$ cat config.mk
export PLATFORM = sky130hd
export DESIGN_NAME = xfs_xip_read
export DESIGN_NICKNAME = d
export VERILOG_FILES = /design/src/core/xfs_pkg.sv /design/src/core/xfs_xip_read.sv
export VERILOG_INCLUDE_DIRS = /design/src /design/src/core
export SDC_FILE = /design/constraint.sdc
export NUM_CORES = 1
export LEC_CHECK = 0
export BUFFER_PORTS_ARGS = -buffer_cell sky130_fd_sc_hd__buf_2
export CAP_MARGIN = 20
export CORE_UTILIZATION = 31
export CTS_BUF_LIST = sky130_fd_sc_hd__clkbuf_16
export DETAILED_ROUTE_END_ITERATION = 7
export PLACE_DENSITY_LB_ADDON = 0.2
export RECOVER_POWER = 25
export SYNTH_ARGS = -nofsm -noshare
export SYNTH_HDL_FRONTEND = slang
export SYNTH_HIERARCHICAL = 1
export SYNTH_SLANG_ARGS = --single-unit
$ cat constraint.sdc
create_clock -name mclk -period 8.1 [get_ports mclk]
set_input_delay 1.215 -clock mclk [delete_from_list [all_inputs] [get_ports mclk]]
set_output_delay 1.215 -clock mclk [all_outputs]
set_load 0.03 [all_outputs]
$ cat src/core/xfs_defs.svh
`ifndef XFS_DEFS_SVH
`define XFS_DEFS_SVH

////////////////////////////////////////////////////////////////////////////////
// register byte offsets
`define XFS_OFS_FRAME_CFG   12'h000
`define XFS_OFS_CODES       12'h004
`define XFS_OFS_STATUS      12'h008

////////////////////////////////////////////////////////////////////////////////
// instruction_frame_config fields
`define XFS_WIDTH_LSB       0
`define XFS_INST_EN_BIT     4
`define XFS_ADDR_EN_BIT     5
`define XFS_OPT_EN_BIT      6
`define XFS_DATA_EN_BIT     7
`define XFS_OPT_LEN_LSB     8
`define XFS_ADDR_LEN_BIT    10
`define XFS_XFER_LSB        12
`define XFS_CONT_EN_BIT     14
`define XFS_DUMMY_LSB       16
`define XFS_FRAME_CFG_MASK  32'h001f_77f7

// code register: read instruction, entry option code, exit option code
`define XFS_INST_LSB        0
`define XFS_OPT_LSB         16
`define XFS_EXIT_LSB        24

`define XFS_FRAME_CFG_RST   32'h0000_0000
`define XFS_CODES_RST       32'h0000_0000

////////////////////////////////////////////////////////////////////////////////
// memory window
`define XFS_WIN_BASE        32'h8000_0000
`define XFS_WIN_MASK        32'hf000_0000

////////////////////////////////////////////////////////////////////////////////
// timing
`define XFS_MCLK_NS         10
`define XFS_SCK_NS          40
`define XFS_SCK_DIV         (`XFS_SCK_NS / `XFS_MCLK_NS)

`define XFS_FIFO_WIDTH      32
`define XFS_FIFO_DEPTH      16

`endif

$ cat src/core/xfs_pkg.sv
package xfs_pkg;

  typedef enum logic [2:0] {
    ST_IDLE  = 3'b000,
    ST_INST  = 3'b001,
    ST_ADDR  = 3'b010,
    ST_OPT   = 3'b011,
    ST_DUMMY = 3'b100,
    ST_DATA  = 3'b101,
    ST_PUSH  = 3'b110,
    ST_GAP   = 3'b111
  } xfs_state_t;

  typedef enum logic [1:0] {
    XFER_REG_RD = 2'b00,
    XFER_MEM_RD = 2'b01,
    XFER_REG_WR = 2'b10,
    XFER_MEM_WR = 2'b11
  } xfs_xfer_t;

endpackage : xfs_pkg

$ cat src/core/xfs_xip_read.sv
`timescale 1ns/10ps
`include "xfs_defs.svh"

////////////////////////////////////////////////////////////////////////////////
// word buffer between the flash sequencer and the system bus
module xfs_fifo #(
  parameter int WIDTH = 32,
  parameter int DEPTH = 16
) (
  input  wire logic             mclk,
  input  wire logic             rst,
  input  wire logic             in_valid,
  output wire logic             in_ready,
  input  wire logic [WIDTH-1:0] in_data,
  output logic                  out_valid,
  input  wire logic             out_ready,
  output logic      [WIDTH-1:0] out_data,
  output wire logic [$clog2(DEPTH):0] count
);
  localparam int AW = $clog2(DEPTH);

  logic [WIDTH-1:0] mem [DEPTH];
  logic [AW-1:0]    wptr_r;
  logic [AW-1:0]    rptr_r;
  logic [AW:0]      cnt_r;

  wire push = in_valid && in_ready;
  // output stage is a register so the top sees flop-driven data
  wire pop  = (cnt_r != '0) && (!out_valid || out_ready);

  assign in_ready = (cnt_r != DEPTH[AW:0]);
  assign count    = cnt_r;

  always_ff @(posedge mclk) begin
    if (push) begin
      mem[wptr_r] <= in_data;
    end
  end

  always_ff @(posedge mclk or posedge rst) begin
    if (rst) begin
      wptr_r    <= '0;
      rptr_r    <= '0;
      cnt_r     <= '0;
      out_valid <= 1'b0;
      out_data  <= '0;
    end else begin
      if (push) begin
        wptr_r <= wptr_r + 1'b1;
      end
      if (pop) begin
        rptr_r   <= rptr_r + 1'b1;
        out_data <= mem[rptr_r];
      end
      cnt_r <= cnt_r + {{AW{1'b0}}, push} - {{AW{1'b0}}, pop};
      if (pop) begin
        out_valid <= 1'b1;
      end else if (out_ready) begin
        out_valid <= 1'b0;
      end
    end
  end
endmodule : xfs_fifo

////////////////////////////////////////////////////////////////////////////////
module xfs_xip_read (
  input  wire logic        mclk,
  input  wire logic        rst,
  input  wire logic        psel,
  input  wire logic        penable,
  input  wire logic        pwrite,
  input  wire logic [11:0] paddr,
  input  wire logic [31:0] pwdata,
  input  wire logic [3:0]  pstrb,
  output logic      [31:0] prdata,
  output logic             pready,
  output logic             pslverr,
  input  wire logic        sys_req,
  input  wire logic [31:0] sys_addr,
  output logic             sys_req_ready,
  output logic             sys_rvalid,
  output logic      [31:0] sys_rdata,
  input  wire logic        sys_rready,
  output logic             fl_sck,
  output logic             fl_cs_n,
  output logic      [3:0]  fl_io_out,
  output logic      [3:0]  fl_io_oe_n,
  input  wire logic [3:0]  fl_io_in
);
  import xfs_pkg::*;

  //////////////////////////////////////////////////////////////////////////////
  // registers and state
  logic [31:0]     frame_cfg_r;
  logic [31:0]     codes_r;
  logic            cont_active_r;
  logic            exit_pending_r;
  xfs_state_t      state_r;
  xfs_state_t      state_nxt;
  logic [4:0]      cnt_r;
  logic [31:0]     sh_r;
  logic [31:0]     rx_r;
  logic [31:0]     faddr_r;
  logic [1:0]      div_r;
  logic [3:0]      io_s1_r;
  logic [3:0]      io_s2_r;
  logic [4:0]      fifo_cnt;
  logic            fifo_in_ready;

  //////////////////////////////////////////////////////////////////////////////
  // frame configuration decode
  wire       inst_en      = frame_cfg_r[`XFS_INST_EN_BIT];
  wire       opt_en       = frame_cfg_r[`XFS_OPT_EN_BIT];
  wire       data_en      = frame_cfg_r[`XFS_DATA_EN_BIT];
  wire [1:0] opt_len      = frame_cfg_r[`XFS_OPT_LEN_LSB +: 2];
  wire       addr32       = frame_cfg_r[`XFS_ADDR_LEN_BIT];
  wire [1:0] xfer_type    = frame_cfg_r[`XFS_XFER_LSB +: 2];
  wire       cont_en      = frame_cfg_r[`XFS_CONT_EN_BIT];
  wire [4:0] dummy_clks   = frame_cfg_r[`XFS_DUMMY_LSB +: 5];
  wire       mem_read     = (xfer_type == XFER_MEM_RD);
  wire       cont_eff     = cont_en && mem_read;
  wire       xip_on       = data_en && mem_read;
  // flash still holds the instruction but controller no longer wants it
  wire       need_exit    = cont_active_r && !cont_eff;
  // the exit frame skips it too: the flash still expects no instruction
  wire       skip_inst    = cont_active_r;
  wire       send_inst    = inst_en && !skip_inst;
  wire       opt_on       = opt_en || need_exit;
  wire [7:0] opt_code     = need_exit ? codes_r[`XFS_EXIT_LSB +: 8]
                                      : codes_r[`XFS_OPT_LSB +: 8];
  wire [4:0] addr_clks    = addr32 ? 5'd8 : 5'd6;
  wire [4:0] opt_clks     = (opt_len == 2'b11) ? 5'd2 : 5'd1;
  wire       win_hit      = ((sys_addr & `XFS_WIN_MASK) == `XFS_WIN_BASE);

  //////////////////////////////////////////////////////////////////////////////
  // sequencer control
  wire       tick         = (div_r == 2'(`XFS_SCK_DIV - 1));
  wire       last_clk     = tick && (cnt_r == 5'd1);
  wire       take         = (state_r == ST_IDLE) && sys_req && !sys_req_ready &&
                            win_hit && xip_on && fifo_in_ready;
  wire       after_addr_d = (dummy_clks != 5'd0);
  wire       active       = (state_r != ST_IDLE) && (state_r != ST_PUSH);

  always_comb begin
    state_nxt = state_r;
    case (state_r)
      ST_IDLE: begin
        if (take) begin
          state_nxt = send_inst ? ST_INST : ST_ADDR;
        end
      end
      ST_INST: begin
        if (last_clk) begin
          state_nxt = ST_ADDR;
        end
      end
      ST_ADDR: begin
        if (last_clk) begin
          state_nxt = opt_on ? ST_OPT : (after_addr_d ? ST_DUMMY : ST_DATA);
        end
      end
      ST_OPT: begin
        if (last_clk) begin
          state_nxt = after_addr_d ? ST_DUMMY : ST_DATA;
        end
      end
      ST_DUMMY: begin
        if (last_clk) begin
          state_nxt = ST_DATA;
        end
      end
      ST_DATA: begin
        if (last_clk) begin
          state_nxt = ST_PUSH;
        end
      end
      ST_PUSH: begin
        // a full buffer holds the sequencer here
        if (fifo_in_ready) begin
          state_nxt = ST_GAP;
        end
      end
      ST_GAP: begin
        if (tick) begin
          state_nxt = ST_IDLE;
        end
      end
      default: begin
        state_nxt = ST_IDLE;
      end
    endcase
  end

  wire entering  = (state_nxt != state_r);
  wire [31:0] addr_word = addr32 ? faddr_r : {faddr_r[23:0], 8'h00};
  wire [31:0] sys_word  = addr32 ? sys_addr : {sys_addr[23:0], 8'h00};

  // per-phase length and shift load
  wire [4:0] cnt_load =
      (state_nxt == ST_INST)  ? 5'd2 :
      (state_nxt == ST_ADDR)  ? addr_clks :
      (state_nxt == ST_OPT)   ? opt_clks :
      (state_nxt == ST_DUMMY) ? dummy_clks :
      (state_nxt == ST_DATA)  ? 5'd8 :
      (state_nxt == ST_GAP)   ? 5'd1 : 5'd0;
  wire [31:0] sh_load =
      (state_nxt == ST_INST) ? {codes_r[`XFS_INST_LSB +: 8], 24'h0} :
      (state_nxt == ST_ADDR) ? ((state_r == ST_IDLE) ? sys_word : addr_word) :
      (state_nxt == ST_OPT)  ? {opt_code, 24'h0} : 32'h0;
  // pins driven only while the controller sends
  wire drive_nxt = (state_nxt == ST_INST) || (state_nxt == ST_ADDR) ||
                   (state_nxt == ST_OPT);

  //////////////////////////////////////////////////////////////////////////////
  // link side
  always_ff @(posedge mclk or posedge rst) begin
    if (rst) begin
      io_s1_r <= 4'h0;
      io_s2_r <= 4'h0;
    end else begin
      io_s1_r <= fl_io_in;
      io_s2_r <= io_s1_r;
    end
  end

  always_ff @(posedge mclk or posedge rst) begin
    if (rst) begin
      state_r <= ST_IDLE;
      cnt_r   <= 5'd0;
      sh_r    <= 32'h0;
      div_r   <= 2'd0;
    end else begin
      state_r <= state_nxt;
      if (entering) begin
        cnt_r <= cnt_load;
        sh_r  <= sh_load;
        div_r <= 2'd0;
      end else if (active) begin
        div_r <= tick ? 2'd0 : div_r + 2'd1;
        if (tick) begin
          cnt_r <= cnt_r - 5'd1;
          sh_r  <= {sh_r[27:0], 4'h0};
        end
      end
    end
  end

  always_ff @(posedge mclk or posedge rst) begin
    if (rst) begin
      fl_sck     <= 1'b0;
      fl_cs_n    <= 1'b1;
      fl_io_out  <= 4'h0;
      fl_io_oe_n <= 4'hf;
    end else begin
      fl_sck <= active && !entering && (state_r != ST_GAP) &&
                (div_r == 2'(`XFS_SCK_DIV / 2 - 1) || (fl_sck && !tick));
      fl_cs_n <= !((state_nxt != ST_IDLE) && (state_nxt != ST_GAP));
      if (entering) begin
        fl_io_out  <= sh_load[31:28];
        fl_io_oe_n <= {4{!drive_nxt}};
      end else if (tick) begin
        fl_io_out <= sh_r[27:24];
      end
    end
  end

  // lines sampled at the link clock rising edge, loaded at the falling edge after two sync stages, nibbles msb first
  always_ff @(posedge mclk or posedge rst) begin
    if (rst) begin
      rx_r <= 32'h0;
    end else if (state_r == ST_DATA && tick) begin
      rx_r <= {rx_r[27:0], io_s2_r};
    end
  end

  always_ff @(posedge mclk or posedge rst) begin
    if (rst) begin
      faddr_r        <= 32'h0;
      sys_req_ready  <= 1'b0;
      cont_active_r  <= 1'b0;
      exit_pending_r <= 1'b0;
    end else begin
      sys_req_ready <= take;
      if (take) begin
        faddr_r        <= sys_addr;
        exit_pending_r <= need_exit;
      end
      // flash enters or leaves continuous read with the frame's option code
      if (state_r == ST_DATA && last_clk) begin
        if (exit_pending_r) begin
          cont_active_r <= 1'b0;
        end else if (cont_eff && opt_en) begin
          cont_active_r <= 1'b1;
        end
      end
    end
  end

  xfs_fifo #(
    .WIDTH (`XFS_FIFO_WIDTH),
    .DEPTH (`XFS_FIFO_DEPTH)
  ) u_fifo (
    .mclk      (mclk),
    .rst       (rst),
    .in_valid  (state_r == ST_PUSH),
    .in_ready  (fifo_in_ready),
    .in_data   (rx_r),
    .out_valid (sys_rvalid),
    .out_ready (sys_rready),
    .out_data  (sys_rdata),
    .count     (fifo_cnt)
  );

  //////////////////////////////////////////////////////////////////////////////
  // apb slave, zero wait states
  wire        apb_setup = psel && !penable;
  wire        apb_done  = psel && penable && pready;
  wire        hit_cfg   = (paddr == `XFS_OFS_FRAME_CFG);
  wire        hit_codes = (paddr == `XFS_OFS_CODES);
  wire        hit_stat  = (paddr == `XFS_OFS_STATUS);
  wire        hit_any   = hit_cfg || hit_codes || hit_stat;
  wire [31:0] bmask     = {{8{pstrb[3]}}, {8{pstrb[2]}}, {8{pstrb[1]}}, {8{pstrb[0]}}};
  wire [31:0] status_w  = {24'h0, fifo_cnt, state_r != ST_IDLE, cont_active_r, xip_on};
  wire [31:0] rd_mux    = hit_cfg   ? frame_cfg_r :
                          hit_codes ? codes_r :
                          hit_stat  ? status_w : 32'h0;

  always_ff @(posedge mclk or posedge rst) begin
    if (rst) begin
      pready  <= 1'b0;
      pslverr <= 1'b0;
      prdata  <= 32'h0;
    end else begin
      pready  <= apb_setup;
      pslverr <= apb_setup && !hit_any;
      prdata  <= (apb_setup && !pwrite) ? rd_mux : 32'h0;
    end
  end

  // reserved frame config bits stay zero, code bits 15:8 keep what is written; status is read only
  always_ff @(posedge mclk or posedge rst) begin
    if (rst) begin
      frame_cfg_r <= `XFS_FRAME_CFG_RST;
      codes_r     <= `XFS_CODES_RST;
    end else if (apb_done && pwrite) begin
      if (hit_cfg) begin
        frame_cfg_r <= ((frame_cfg_r & ~bmask) | (pwdata & bmask)) & `XFS_FRAME_CFG_MASK;
      end
      if (hit_codes) begin
        codes_r <= (codes_r & ~bmask) | (pwdata & bmask);
      end
    end
  end
endmodule : xfs_xip_read

==> results of run 1 <==
[cells in the mapped netlist, types with 3 or more instances]
cell / n / share of area (%)
a21oi_1: 31 / 0.50
a221o_1: 4 / 0.13
a221oi_2: 32 / 1.6
a222oi_1: 4 / 0.13
and2_1: 6 / 0.12
and3_1: 20 / 0.41
buf_1: 5 / 0.061
buf_12: 4 / 0.26
buf_2: 37 / 0.60
buf_4: 7 / 0.17
buf_6: 8 / 0.29
clkbuf_1: 40 / 0.49
dfrtp_1: 248 / 20
edfxtp_1: 512 / 50
ha_1: 14 / 0.57
inv_1: 26 / 0.32
mux2_2: 116 / 4.2
mux2i_1: 96 / 3.1
mux4_1: 15 / 1.3
mux4_2: 113 / 8.3
nand2_1: 72 / 0.88
nand2b_1: 6 / 0.12
nand3_1: 17 / 0.28
nand4_1: 7 / 0.14
nor2_1: 121 / 1.5
nor2b_1: 8 / 0.16
nor3_1: 8 / 0.13
nor4_1: 3 / 0.061
o211ai_1: 7 / 0.17
o21ai_0: 19 / 0.31
o21ai_1: 6 / 0.098
o22ai_1: 37 / 0.75
o22ai_2: 18 / 0.73
o31a_1: 3 / 0.085
or2_2: 5 / 0.10
or3_1: 4 / 0.081
xnor2_1: 9 / 0.26
xor2_1: 5 / 0.14
[per-stage QoR]
step,instances,power (mW)
after floorplan,1731,5.15
after global placement,3119,5.38
after detailed placement,3120,5.40
after CTS,3281,9.27
after global routing,3283,9.48
final,3283,9.13
[critical path, stage by stage (launching register included)]
cell and delay [ns]:
dfrtp_1 0.40, ha_1 0.65, nand3b_1 0.21, a2111oi_4 0.47
nor3_1 0.16, o32ai_4 0.14, buf_4 0.44, nand4_1 0.65
o22ai_1 0.34, or2_1 0.13
[cells in the final DEF, fill, tap and decap left out, types with 4 or more instances in the layout]
cell | netlist | routed
and3_1 | 20 | 20
inv_1 | 26 | 43
a221o_1 | 4 | 4
o21ai_0 | 19 | 19
a222oi_1 | 4 | 4
mux2i_1 | 96 | 96
ha_1 | 14 | 14
nor2_4 | 0 | 12
xor2_1 | 5 | 5
nand3_1 | 17 | 16
dfrtp_1 | 248 | 245
or2_2 | 5 | 5
nor2b_1 | 8 | 8
edfxtp_1 | 512 | 512
nand2b_1 | 6 | 6
o21ai_1 | 6 | 6
mux4_1 | 15 | 15
and2_1 | 6 | 5
nor3_1 | 8 | 4
buf_2 | 37 | 168
nand2_1 | 72 | 72
nor2_1 | 121 | 109
a21oi_1 | 31 | 31
xnor2_1 | 9 | 9
o22ai_2 | 18 | 18
clkinvlp_4 | 0 | 5
clkbuf_16 | 0 | 87
o22ai_1 | 37 | 37
bufinv_16 | 0 | 8
clkinv_2 | 0 | 16
o211ai_1 | 7 | 7
a221oi_2 | 32 | 32
nand4_1 | 7 | 7
mux4_2 | 113 | 113
buf_4 | 7 | 35
nor3_2 | 0 | 4
clkinv_1 | 0 | 19
mux2_2 | 116 | 116
[sequential cells by signal (all words and copies together) (netlist names), 4 cells and up, named ones only]
| register | count |
|---|---|
| cnt_r | 5 |
| faddr_r | 32 |
| fl_io_out | 4 |
| io_s1_r | 4 |
| io_s2_r | 4 |
| prdata | 32 |
| rx_r | 32 |
| sh_r | 28 |
| u_fifo/count | 5 |
| u_fifo/mem | 512 |
| u_fifo/out_data | 32 |
| u_fifo/rptr_r | 4 |
| u_fifo/wptr_r | 4 |
[how the worst min path moves through the flow]
stage	end	depth (start not counted)	startpoint
floorplan	io_s2_r[0]	0	io_s1_r[0]
global placement	io_s2_r[2]	0	io_s1_r[2]
detailed placement	io_s2_r[2]	0	io_s1_r[2]
CTS	io_s2_r[2]	0	io_s1_r[2]
global route	io_s2_r[3]	0	io_s1_r[3]
finish	io_s2_r[2]	0	io_s1_r[2]
[routing by layer]
metal	GRT usage (%)	up-vias	wire (um)
li1	-	7172	-
met1	21.2	8651	34500
met3	2.84	99	3360
met2	25.2	377	37300
met5	0	-	42
met4	4.03	6	1380
[cells by family after synthesis]
group | after synthesis | share of synthesized area (%)
mux | 341 | 16.9
xor+xnor | 14 | 0.398
fa+ha+maj | 15 | 0.634
simple gates | 290 | 4.39
compound gates | 181 | 5.13
buf+inv | 128 | 2.24
flops | 762 | 70.3
[final cells by class]
| type | instances | share of cell area, % |
|---|---|---|
| antenna | 1 | 0.00697 |
| inverter | 26 | 0.293 |
| multi-input combinational | 841 | 23.9 |
| tap | 1287 | 4.48 |
| clock inverter | 74 | 1.80 |
| timing repair buffer | 205 | 3.18 |
| clock buffer | 87 | 6.06 |
| sequential | 762 | 60.3 |
[where the power goes]
group / total (mW) / leakage, nW / switching (mW) / internal, mW
clock: 3.84 / 1.44 / 1.62 / 2.23
combinational: 0.979 / 4.03 / 0.589 / 0.390
sequential: 4.31 / 6.78 / 0.159 / 4.15
==> flow_results.org, run 1 <==
** Pwr
- Power spread over the standard cell area amounts to 254 mW/mm^2.
- Leakage power summed over all cells :: 12.2 nW
- Largest voltage drop on the vdd net :: 0.169 mV

** Placed design
- Post-placement setup slack :: 4.01 ns
- Final GP Congestion :: 0.805
- Count of input and output buffers :: 168
- The placed instances occupy a cell area of 0.0331 mm^2.
- Placed wire-length estimate :: 43400 um

** Setup path
- Startpoint of the worst-slack reg-to-reg timing path :: div_r[0]
- The critical path in this run is classified as flip-flop to flip-flop.
- The worst register-to-register path ends at fl_io_out[0].
- For the worst setup path, the data arrival time is 4.28 ns.
- Critical Path Source :: div_r[0]
- The worst setup path is captured at a flip-flop.
- Timing endpoint of the critical path :: fl_io_out[0]
- The worst setup path is launched from a flip-flop.
- The setup check on the worst reg-to-reg path leaves a slack of 4.41 ns.
- Largest fanout on the critical path :: 46
- Data required time of the worst path :: 8.68 ns
- Measured in cells, the most critical reg-to-reg path has a length of 9.

** STA
- Max Clock Freq :: 271 MHz
- The worst path in the final design needs a cycle of 3.69 ns, including I/O delays and setup.
- Final slew viol count :: 0
- At the pin with the least slew margin, the transition time is 1.05 ns.
- Setup TNS Final :: 0 ns
- Fin. Hold Viols :: 0
- Setup repair after global routing missed its margin :: no
- On the final layout, the worst hold slack is 0.351 ns.
- Endpoints failing setup :: 0
- Clock tree skew after final layout :: 0.0322 ns
- Of the available clock period, the critical path in the final layout requires 45.6%.
- Measured against its own limit, the worst slew margin works out to 29.8%.
- Setup slack after layout :: 4.41 ns

** Logic synthesis
- Post-Synthesis Net Count :: 1837
- Synth Warn # :: 6
- Syn Std Cell Area :: 0.0308 mm^2
- Fraction of the yosys area taken by sequential cells :: 70.3%
- Post-synthesis average cell area :: 17.8 um^2
- Counting flops and latches in the post-synthesis netlist gives 762.
- Most used flip-flop cell after synthesis :: edfxtp_1
- The synthesized netlist contains 71 unique library cells.
- Count of flip-flops with a built-in enable after synthesis :: 512
- Proportion of register bits with asynchronous set or reset after synthesis :: 32.8%
- Post-Synthesis Cells :: 1731

** GRT
- For this run the aggregate overflow at the end of global routing stands at 0.
- Initial antenna violation count :: 5
- GRT Util Overall :: 15.4%
- The first global-routing pass estimated 114000 um of wire.
- The via count of the first global-routing pass is 17500.
- Maximum number of pins on one net before global-route repair :: 128

** Clock network
- H-tree lvl count :: 3
- In this run the clock root is driven by a clkbuf_16.
- Number of buffers inserted during clock tree synthesis :: 86
- Clock-pin slew was measured on the worst setup and hold paths at 0.06 ns.
- Later-pin clock latency in the skew report :: 0.66 ns
- TritonCTS built the clock tree.
- Once the clock tree was built, the resizer swapped 0 gates to a different size.
- Hold Buf Count CTS :: 0
- The tree built by TritonCTS fans out to 762 sinks.
- The longest clock path from root to sink contains 3 buffers.
- The number of setup buffers added after CTS is 0.

** Floorplan
- Horiz. Die Dim :: 317 um
- After floorplanning, the core was divided into 115 placement rows.
- In this run the count of I/O pins placed on the die edge is 169.
- Die Footprint :: 0.101 mm^2
- Area of the core :: 0.0984 mm^2
- Die Y-Extent :: 317 um
- The initial utilization of the core area, before any placement, comes to 31.3%.

** Detailed routing
- Using the TritonRoute via totals, the vias-per-cell ratio works out to 4.97.
- DRC :: 0
- Average wire per cell in the routed design :: 23.3 um
- For this block, the initial DRC count from the detailed router was 1020.
- Drt total wl :: 76600 um
- DRT antenna net count :: 0
- Number of search-and-repair iterations in the first detailed-routing pass :: 6
- Across all layers, the routed design uses 16300 vias.

** Final layout
- Multi-input combinational cell area :: 0.00859 mm^2
- Fill cells :: 9338
- In the final layout, the share of cells above drive strength 1 is 32.4%.
- For this run, the post-layout net count is 2028.
- Final instance area :: 0.0359 mm^2
- Registers take 0.0216 mm^2.
- At the end of the flow the core is filled with cells to 36.5%.
- From synthesis to final layout, the design area changed by 16.7%.

** Job
- Number of max-cap violations :: 0

** Status
- Outcome :: completed

** Worst hold path
- Hold WC Path Type :: flip-flop to flip-flop
(Power assumes the default switching activity.)
==> inputs of run 2 (changes only) <==
ABC_AREA = 1   (was default)
clock period = 3.2 ns   (was 8.1 ns; I/O delays follow)
==> run 2 against run 1 <==
The run now ends with capacitance limit, slew limit left; first-iteration DRC count grew 54%; worst hold slack worse by 0.29 ns; die area increased by 5.1%; power increased to 3.2 times the previous value; clock power grew to 2.6 times the previous value; area after synthesis increased by 5.1%; synthesized cell count grew 81%; sequential share of layout area shrank 3.1 points; clock skew shrank 0.0053 ns; largest power group unchanged.
==> flow_results.org, run 2 <==
** STA
- The final critical path time including I/O delays and setup came to 2.85 ns (-0.840 ns).
- The hold violation count in the final report came to 0 (unchanged).
- Final period util :: 89.2% (+44 points)
- Final slew viol count :: 48 (+48)
- Worst max-slew margin expressed relative to the limit :: -26.1% (-56 points)
- Max Clock Freq :: 350 MHz (+29%)
- Setup TNS Final :: 0 ns (unchanged)
- Transition time of the tightest slew-check pin :: 1.89 ns (+0.837 ns)
- Endpoints failing setup :: 0 (unchanged)
- Setup repair after global routing left no endpoint under its margin.
- The worst clock skew on the final layout was 0.0269 ns (-0.00527 ns).

** Setup path
- The worst setup path is captured at a flip-flop.
- Critical Path, Cell by Cell :: ha_1, nand3_2, nor2_2, nand2_1, nand2_1, nand3_1, nand2_1, nand3_4, nor2_1, nand2_1, nand2_1, inv_1, nand2_1, nand2_1, nand2_1
- The peak per-stage delay on the critical path was 0.45 ns (-0.20 ns).
- The worst setup path is of the flip-flop to flip-flop kind.
- R2r setup slk :: 0.35 ns (-4.06 ns)
- Largest fanout on the critical path :: 11 (-76%)
- Counting stages on the worst path, the most repeated cell is nand2_1.
- The required time of the critical path was 3.78 ns (-4.90 ns).
- CP max stage cell :: ha_1
- The worst endpoint data arrival time came to 3.43 ns (-0.85 ns).
- Startpoint types :: flip-flop

** Detailed routing
- The met2 wirelength from detailed routing is 41500 um (+11%).
- Top sig layer :: met5
- Number of search-and-repair iterations in the first detailed-routing pass :: 5 (-1)
- Average wire per cell in the routed design :: 19.1 um (-18%)
- Wire length on met1 :: 41900 um (+21%)
- The routed length on met3 is 4760 um (+41%).
- Via count normalized by instance count :: 4.71 (-5.2%)
- The count of nets left with antenna violations after detail routing came to 0 (unchanged).
- The number of vias after detailed routing came to 22300 (+37%).
- The post-detailed-route DRC marker count is 0 (unchanged).
- The post-detailed-routing wire length came to 90600 um (+18%).
- The number of DRC violations after detailed-routing iteration 0 was 1568 (+54%).

** Final layout
- Register name with the most flops :: u_fifo/mem
- Layout overhead on the synthesized area :: 16.9%
- Final std cells w/o fill :: 4747 (+45%)
- The flip-flop count of the largest register after layout is 512 (unchanged).
- The fill cell instance count of the final layout came to 10400 (+11%).
- The final core utilization was 36.6% (+0.060 points).
- The library cell used most frequently in the layout, excluding fill and tap cells, is nand2_1.
- The ratio of cells with drive above 1 in the final layout was 12.8% (-20 points).
- Number of nets in the layout :: 3398 (+68%)
- Final instance area :: 0.0378 mm^2 (+5.3%)
- The library cells used most frequently in the layout, excluding fill and tap cells, are 1101 x nand2_1, 512 x edfxtp_1, 415 x nand3_1.

** Logic synthesis
- The synthesized area is 0.0324 mm^2 (+5.1%).
- The synthesized area per cell is 10.4 um^2 (-42%).
- Most area-hungry cell type in the Yosys netlist :: edfxtp_1
- Fraction of the yosys area taken by sequential cells :: 66.8% (-3.4 points)
- Yosys instantiated no cell more often than nand2_1.
- The post-synthesis instance total is 3127 (+81%).
- Synthesis-stage register bit count :: 762 (unchanged)
- The number of warnings issued by yosys was 6 (unchanged).
- By area the synthesized netlist is led by edfxtp_1 47%, dfrtp_1 19%, nand2_1 13%.
- Most used flip-flop cell after synthesis :: edfxtp_1
- The share of flip-flops with an asynchronous set or reset was 32.8% (unchanged).
- Count of flip-flops with a built-in enable after synthesis :: 512 (unchanged)
- Distinct cell type count after synthesis :: 44 (-38%)
- Post-Synthesis Net Count :: 3233 (+76%)
- Share of Yosys cell area claimed by the top area cell type :: 47.5% (-2.4 points)
- Most frequent cells after synthesis :: 1103 x nand2_1, 512 x edfxtp_1, 416 x nand3_1, 248 x dfrtp_1, 167 x inv_1

** Clock network
- The number of H-tree levels was 3 (unchanged).
- TritonCTS clock tree :: yes
- Later-pin clock latency in the skew report :: 0.65 ns (about the same)
- The maximum number of buffers from clock root to sink is 3 (unchanged).
- The clock slew seen by the registers of the worst setup and hold paths came to 0.06 ns (about the same).
- The number of buffers created by CTS was 85 (-1.2%).
- Clock tree root driver cell :: clkbuf_16
- Number of sinks on the clock net :: 762 (unchanged)
- Cts repair resizes :: 0 (unchanged)

** Floorplan
- The chip height was 325 um (+2.5%).
- The core area came to 0.103 mm^2 (+5.2%).
- The die width is 325 um (+2.5%).
- Total number of placement rows :: 118 (+2.6%)
- The die outline area is 0.106 mm^2 (+5.1%).
- The initial core utilization is 31.3% (about the same).
- The number of top-level pins was 169 (unchanged).

** Placed design
- Dpl cell area :: 0.0350 mm^2 (+5.8%)
- Placed wire-length estimate :: 52500 um (+21%)
- The cell total after placement is 4580 (+47%).
- Count of input and output buffers :: 168 (unchanged)
- The routability congestion estimate from global placement is 0.847 (+5.2%).

** GRT
- The via count of the first global-routing pass is 22000 (+26%).
- The global-route wire length before repair is 138000 um (+21%).
- The maximum number of pins on one net before global-route repair came to 102 (-20%).
- GRT Util Overall :: 17.1% (+1.6 points)
- Initial antenna violation count :: 6 (+1)
- The remaining global-route overflow came to 0 (unchanged).

** Status
- The flow ran to the end, but the final reports show violations.
- The final reports fail on capacitance limit, slew limit.

** Pwr
- The static power due to leakage is 15.3 nW (+25%).
- Power density of the placed cells :: 763 mW/mm^2 (+200%)
- The worst IR drop on VDD came to 0.439 mV (+160%).

** Worst hold path
- The path class of the tightest hold or removal check is input port to flip-flop.

** Job
- Number of max-cap violations :: 2 (+2)
==> run 2: per-layer routing <==
| metal | GRT usage [%] | up-vias |
|---|---|---|
| met3 | 3.38 | 136 |
| met1 | 23.7 | 10800 |
| li1 | - | 10900 |
| met5 | 0 | - |
| met4 | 5.24 | 6 |
| met2 | 26.8 | 535 |
==> run 2: cell type report <==
type | instances | area, um^2 | area share [%]
Antenna cell | 2 | 5.00 | 0.0132
Clock buffer | 86 | 2150 | 5.69
Clock inverter | 74 | 666 | 1.76
Inverter | 177 | 677 | 1.79
Multi-Input combinational cell | 2013 | 9180 | 24.3
Sequential cell | 762 | 21600 | 57.2
Tap cell | 1380 | 1730 | 4.56
Timing Repair Buffer | 253 | 1790 | 4.73
==> run 2: final timing paths <==
path	from	to	depth (start not counted)
max in group asynchronous	rst	u_fifo/rptr_r[0]	4
min in group asynchronous	rst	prdata[27]	3
max	div_r[0]	sh_r[27]	15
min reg2reg	io_s1_r[0]	io_s2_r[0]	0
max reg2reg	div_r[0]	sh_r[27]	15
min	pwdata[17]	flip-flop	3
==> run 2: critical path: cells and delay by family, from the launching register on <==
family | cells | cell delay, ns
DFF | 1 | 0.40
adders and majority gates | 1 | 0.45
buffers and inverters | 1 | 0.04
and+or+nand+nor | 13 | 1.91
==> run 2: cells by family after synthesis <==
family	synth area share, %
AOI/OAI and AO/OA	4.83
DFF	66.8
xor gates and xnor gates	0.352
buffers and inverters	5.24
and+or+nand+nor	21.6
adders and majority gates	0.603
muxes	0.557
==> run 2: where the power goes <==
group          switching [mW]  leakage [nW]  total, mW  internal [mW]
Clock                    4.11          1.48       9.91           5.79
Combinational            5.58          7.07       7.93           2.35
Sequential              0.302          6.74       11.0           10.7
==> run 2: metrics by stage <==
| step | hold slack [ns] | power (mW) | worst slack, ns |
|---|---|---|---|
| floorplan | 0.331 | 17.0 | 0.0773 |
| global placement | 0.333 | 19.3 | 0.461 |
| detailed placement | 0.339 | 19.3 | 0.391 |
| CTS | 0.00743 | 29.3 | 0.377 |
| global route | 0.0433 | 30.6 | 0.0438 |
| finish | 0.0629 | 28.9 | 0.346 |
==> run 2: timing repair <==
item | in CTS | in global routing
hold buffers | 5 | 0
setup buffers | 0 | 0
hold endpoints to repair | 41 | 0
==> inputs of run 3 (changes only) <==
==> constraint.sdc (replaced) <==
create_clock -name mclk -period 3.2 [get_ports mclk]
set_input_delay 0.16 -clock mclk [delete_from_list [all_inputs] [get_ports mclk]]
set_output_delay 0.16 -clock mclk [all_outputs]
set_load 0.03 [all_outputs]
==> run 3 against run 2 <==
Sequential power is essentially flat; largest power group unchanged; maximum frequency grew 0.83%; register-to-register slack gained 0.02 ns; via count grew 1.3%; global-route usage grew 0.073 points; final cell count grew 1.4%; worst hold slack lost 0.020 ns; clock power shrank 2%; the flow still finishes with violations (capacitance limit, slew limit); largest cell class unchanged; design area grew 1.7%.
==> flow_results.org, run 3 (same netlist as run 2, synthesis figures left out) <==
** Clock network
- The number of sinks on the clock net was 762 (unchanged).
- The number of cells upsized or downsized after cts came to 0 (unchanged).
- H-tree lvl count :: 3 (unchanged)
- Post-CTS setup repair buffer count :: 0 (unchanged)
- Clock slew at the register clock pins of the worst setup and hold paths :: 0.06 ns (about the same)
- TritonCTS clock tree :: yes
- The clock insertion delay at the later pin of the skew report is 0.65 ns (about the same).
- Number of buffers inserted during clock tree synthesis :: 86 (+1.2%)
- The root buffer cell chosen for the clock tree is clkbuf_16.
- The maximum number of buffers from clock root to sink is 3 (unchanged).
- The number of hold buffers added after CTS was 75 (+70).

** STA
- The period utilization was 88.5% (-0.73 points).
- Setup slack after layout :: 0.370 ns (+0.0234 ns)
- Clock tree skew after final layout :: 0.0331 ns (+0.00619 ns)
- The setup TNS is 0 ns (unchanged).
- Endpoints failing setup :: 0 (unchanged)
- The hold violation count in the final report was 0 (unchanged).
- Max Clock Freq :: 353 MHz (+0.83%)
- The final worst hold slack is 0.0428 ns (-0.0201 ns).
- Worst max-slew margin expressed relative to the limit :: -64.8% (-39 points)
- Transition time of the tightest slew-check pin :: 2.46 ns (+0.567 ns)
- The final count of pins violating max slew was 96 (+100%).
- Setup repair after global routing missed its margin :: no
- Final Critical Period :: 2.83 ns (-0.0234 ns)

** Job
- Number of max-cap violations :: 2 (unchanged)

** Final layout
- Number of nets in the layout :: 3468 (+2.1%)
- The area growth from synthesis to layout is 18.9%.
- The register with the most flip-flops in the final layout is u_fifo/mem.
- The library cells used most frequently in the layout, excluding fill and tap cells, are 1101 x nand2_1, 512 x edfxtp_1, 415 x nand3_1.
- The final instance area is 0.0385 mm^2 (+1.7%).
- The count of antenna diodes in the layout was 0 (-2).
- Most common cell after layout, fill and taps aside :: nand2_1
- Layout cells sized above 1 :: 12.6% (-0.26 points)
- The flip-flop count of the largest register after layout is 512 (unchanged).

** Detailed routing
- Average wire per cell in the routed design :: 19.0 um (-0.59%)
- DRT antenna net count :: 0 (unchanged)
- The post-detailed-routing wire length came to 91300 um (+0.82%).
- Detailed-route via count :: 22600 (+1.3%)
- DRC :: 0 (unchanged)
- The number of DRC violations after detailed-routing iteration 0 came to 1546 (-1.4%).
- Number of search-and-repair iterations in the first detailed-routing pass :: 5 (unchanged)
- The ratio of routed vias to standard cells is 4.70 (-0.13%).

** GRT
- Via count of the first global-routing pass :: 22000 (-0.22%)
- The remaining global-route overflow was 0 (unchanged).
- Maximum number of pins on one net before global-route repair :: 87 (-15%)
- Initial antenna violation count :: 0 (-6)
- GRT Util Overall :: 17.1% (+0.073 points)
- The global-route wire length before repair is 139000 um (+0.32%).

** Floorplan
- The chip height is 325 um (unchanged).
- Die Footprint :: 0.106 mm^2 (unchanged)
- The core area came to 0.103 mm^2 (unchanged).
- Initial Utilization :: 31.3% (unchanged)
- The site row count came to 118 (unchanged).
- Horiz. Die Dim :: 325 um (unchanged)
- The number of top-level pins is 169 (unchanged).

** Placed design
- The routability congestion estimate from global placement is 0.849 (+0.28%).
- The standard cell area after detailed placement is 0.0350 mm^2 (about the same).
- The minimum setup slack after placement was 0.405 ns (+0.0132 ns).
- Count of input and output buffers :: 168 (unchanged)
- The post-DP HPWL was 54100 um (+3.1%).

** Pwr
- Largest voltage drop on the vdd net :: 0.402 mV (-8.4%)
- Leakage power summed over all cells :: 15.5 nW (+1.7%)
- Power density of the placed cells :: 748 mW/mm^2 (-2.0%)

** Setup path
- The slowest stage of the critical path belongs to the cell dlygate4sd3_1.
- STA classifies the critical path endpoint as a flip-flop.
- Critical Path AT :: 3.42 ns (about the same)
- Top delay family on crit path :: simple AND/OR/NAND/NOR gates
- Startpoint types :: flip-flop
- The number of buffers and inverters on the critical path is 2 (+1).
- Largest fanout on the critical path :: 10 (-1)
- Data required time of the worst path :: 3.79 ns (about the same)
- Worst path max stage delay :: 0.59 ns (+0.14 ns)
- By startpoint and endpoint, the worst setup path is classified as flip-flop to flip-flop.
- Critical Path, Cell by Cell :: nand3_1, nor2_1, nand2_1, nor2_1, nand2_1, dlygate4sd3_1, o21ai_0, dlygate4sd3_1

** Status
- Failing checks :: capacitance limit, slew limit
- The run finished, with violations left.

** Worst hold path
- Hold WC Path Type :: input port to flip-flop
[run 3: area by class of cell]
type	count	area [um^2]
multi-input combinational	2013	9180
tap	1380	1730
clock inverter	72	566
inverter	177	677
sequential	762	21600
fill	10400	65000
timing repair buffer	322	2500
clock buffer	88	2200
[run 3: path summary, 6_finish.rpt]
check	from	endpoint	slack (ns)	depth (start not counted)
setup reg to reg	pready	flip-flop	0.37	8
hold / removal	pstrb[1]	flip-flop	0.04	5
max in group asynchronous	rst	rx_r[23]	0.66	4
setup / recovery	pready	flip-flop	0.37	8
min in group asynchronous	rst	async pin	0.28	3
hold reg to reg	io_s1_r[1]	io_s2_r[1]	0.35	0
[run 3: report_power, final]
| part | switching, mW | total [mW] | internal (mW) |
|---|---|---|---|
| Combinational | 5.61 | 8.03 | 2.42 |
| Clock | 4.03 | 9.74 | 5.71 |
| Sequential | 0.277 | 11.0 | 10.7 |
| Total | 9.92 | 28.8 | 18.9 |
[run 3: per-layer routing]
layer | vias to the layer above | routed length (um) | track usage [%]
li1 | 11000 | - | -
met1 | 11000 | 42800 | 23.7
met2 | 479 | 41900 | 27.3
met3 | 122 | 4500 | 3.62
met4 | 0 | 2050 | 4.37
met5 | - | 0 | 0
[run 3: tightest hold or removal path: stages]
cell     delay, ns
buf_2         0.11
inv_1         0.04
nor2_1        0.15
nand2_1       0.09
o21ai_0       0.06
[run 3: stage by stage]
stage          cells  total power, mW  util, %
3_3_place_gp    4579             19.3     33.8
5_1_grt         4814             30.5     37.2
2_1_floorplan   3127             17.0        -
4_1_cts         4814             29.2     37.2
6_report        4814             28.8     37.2
3_5_place_dp    4579             19.3     33.8
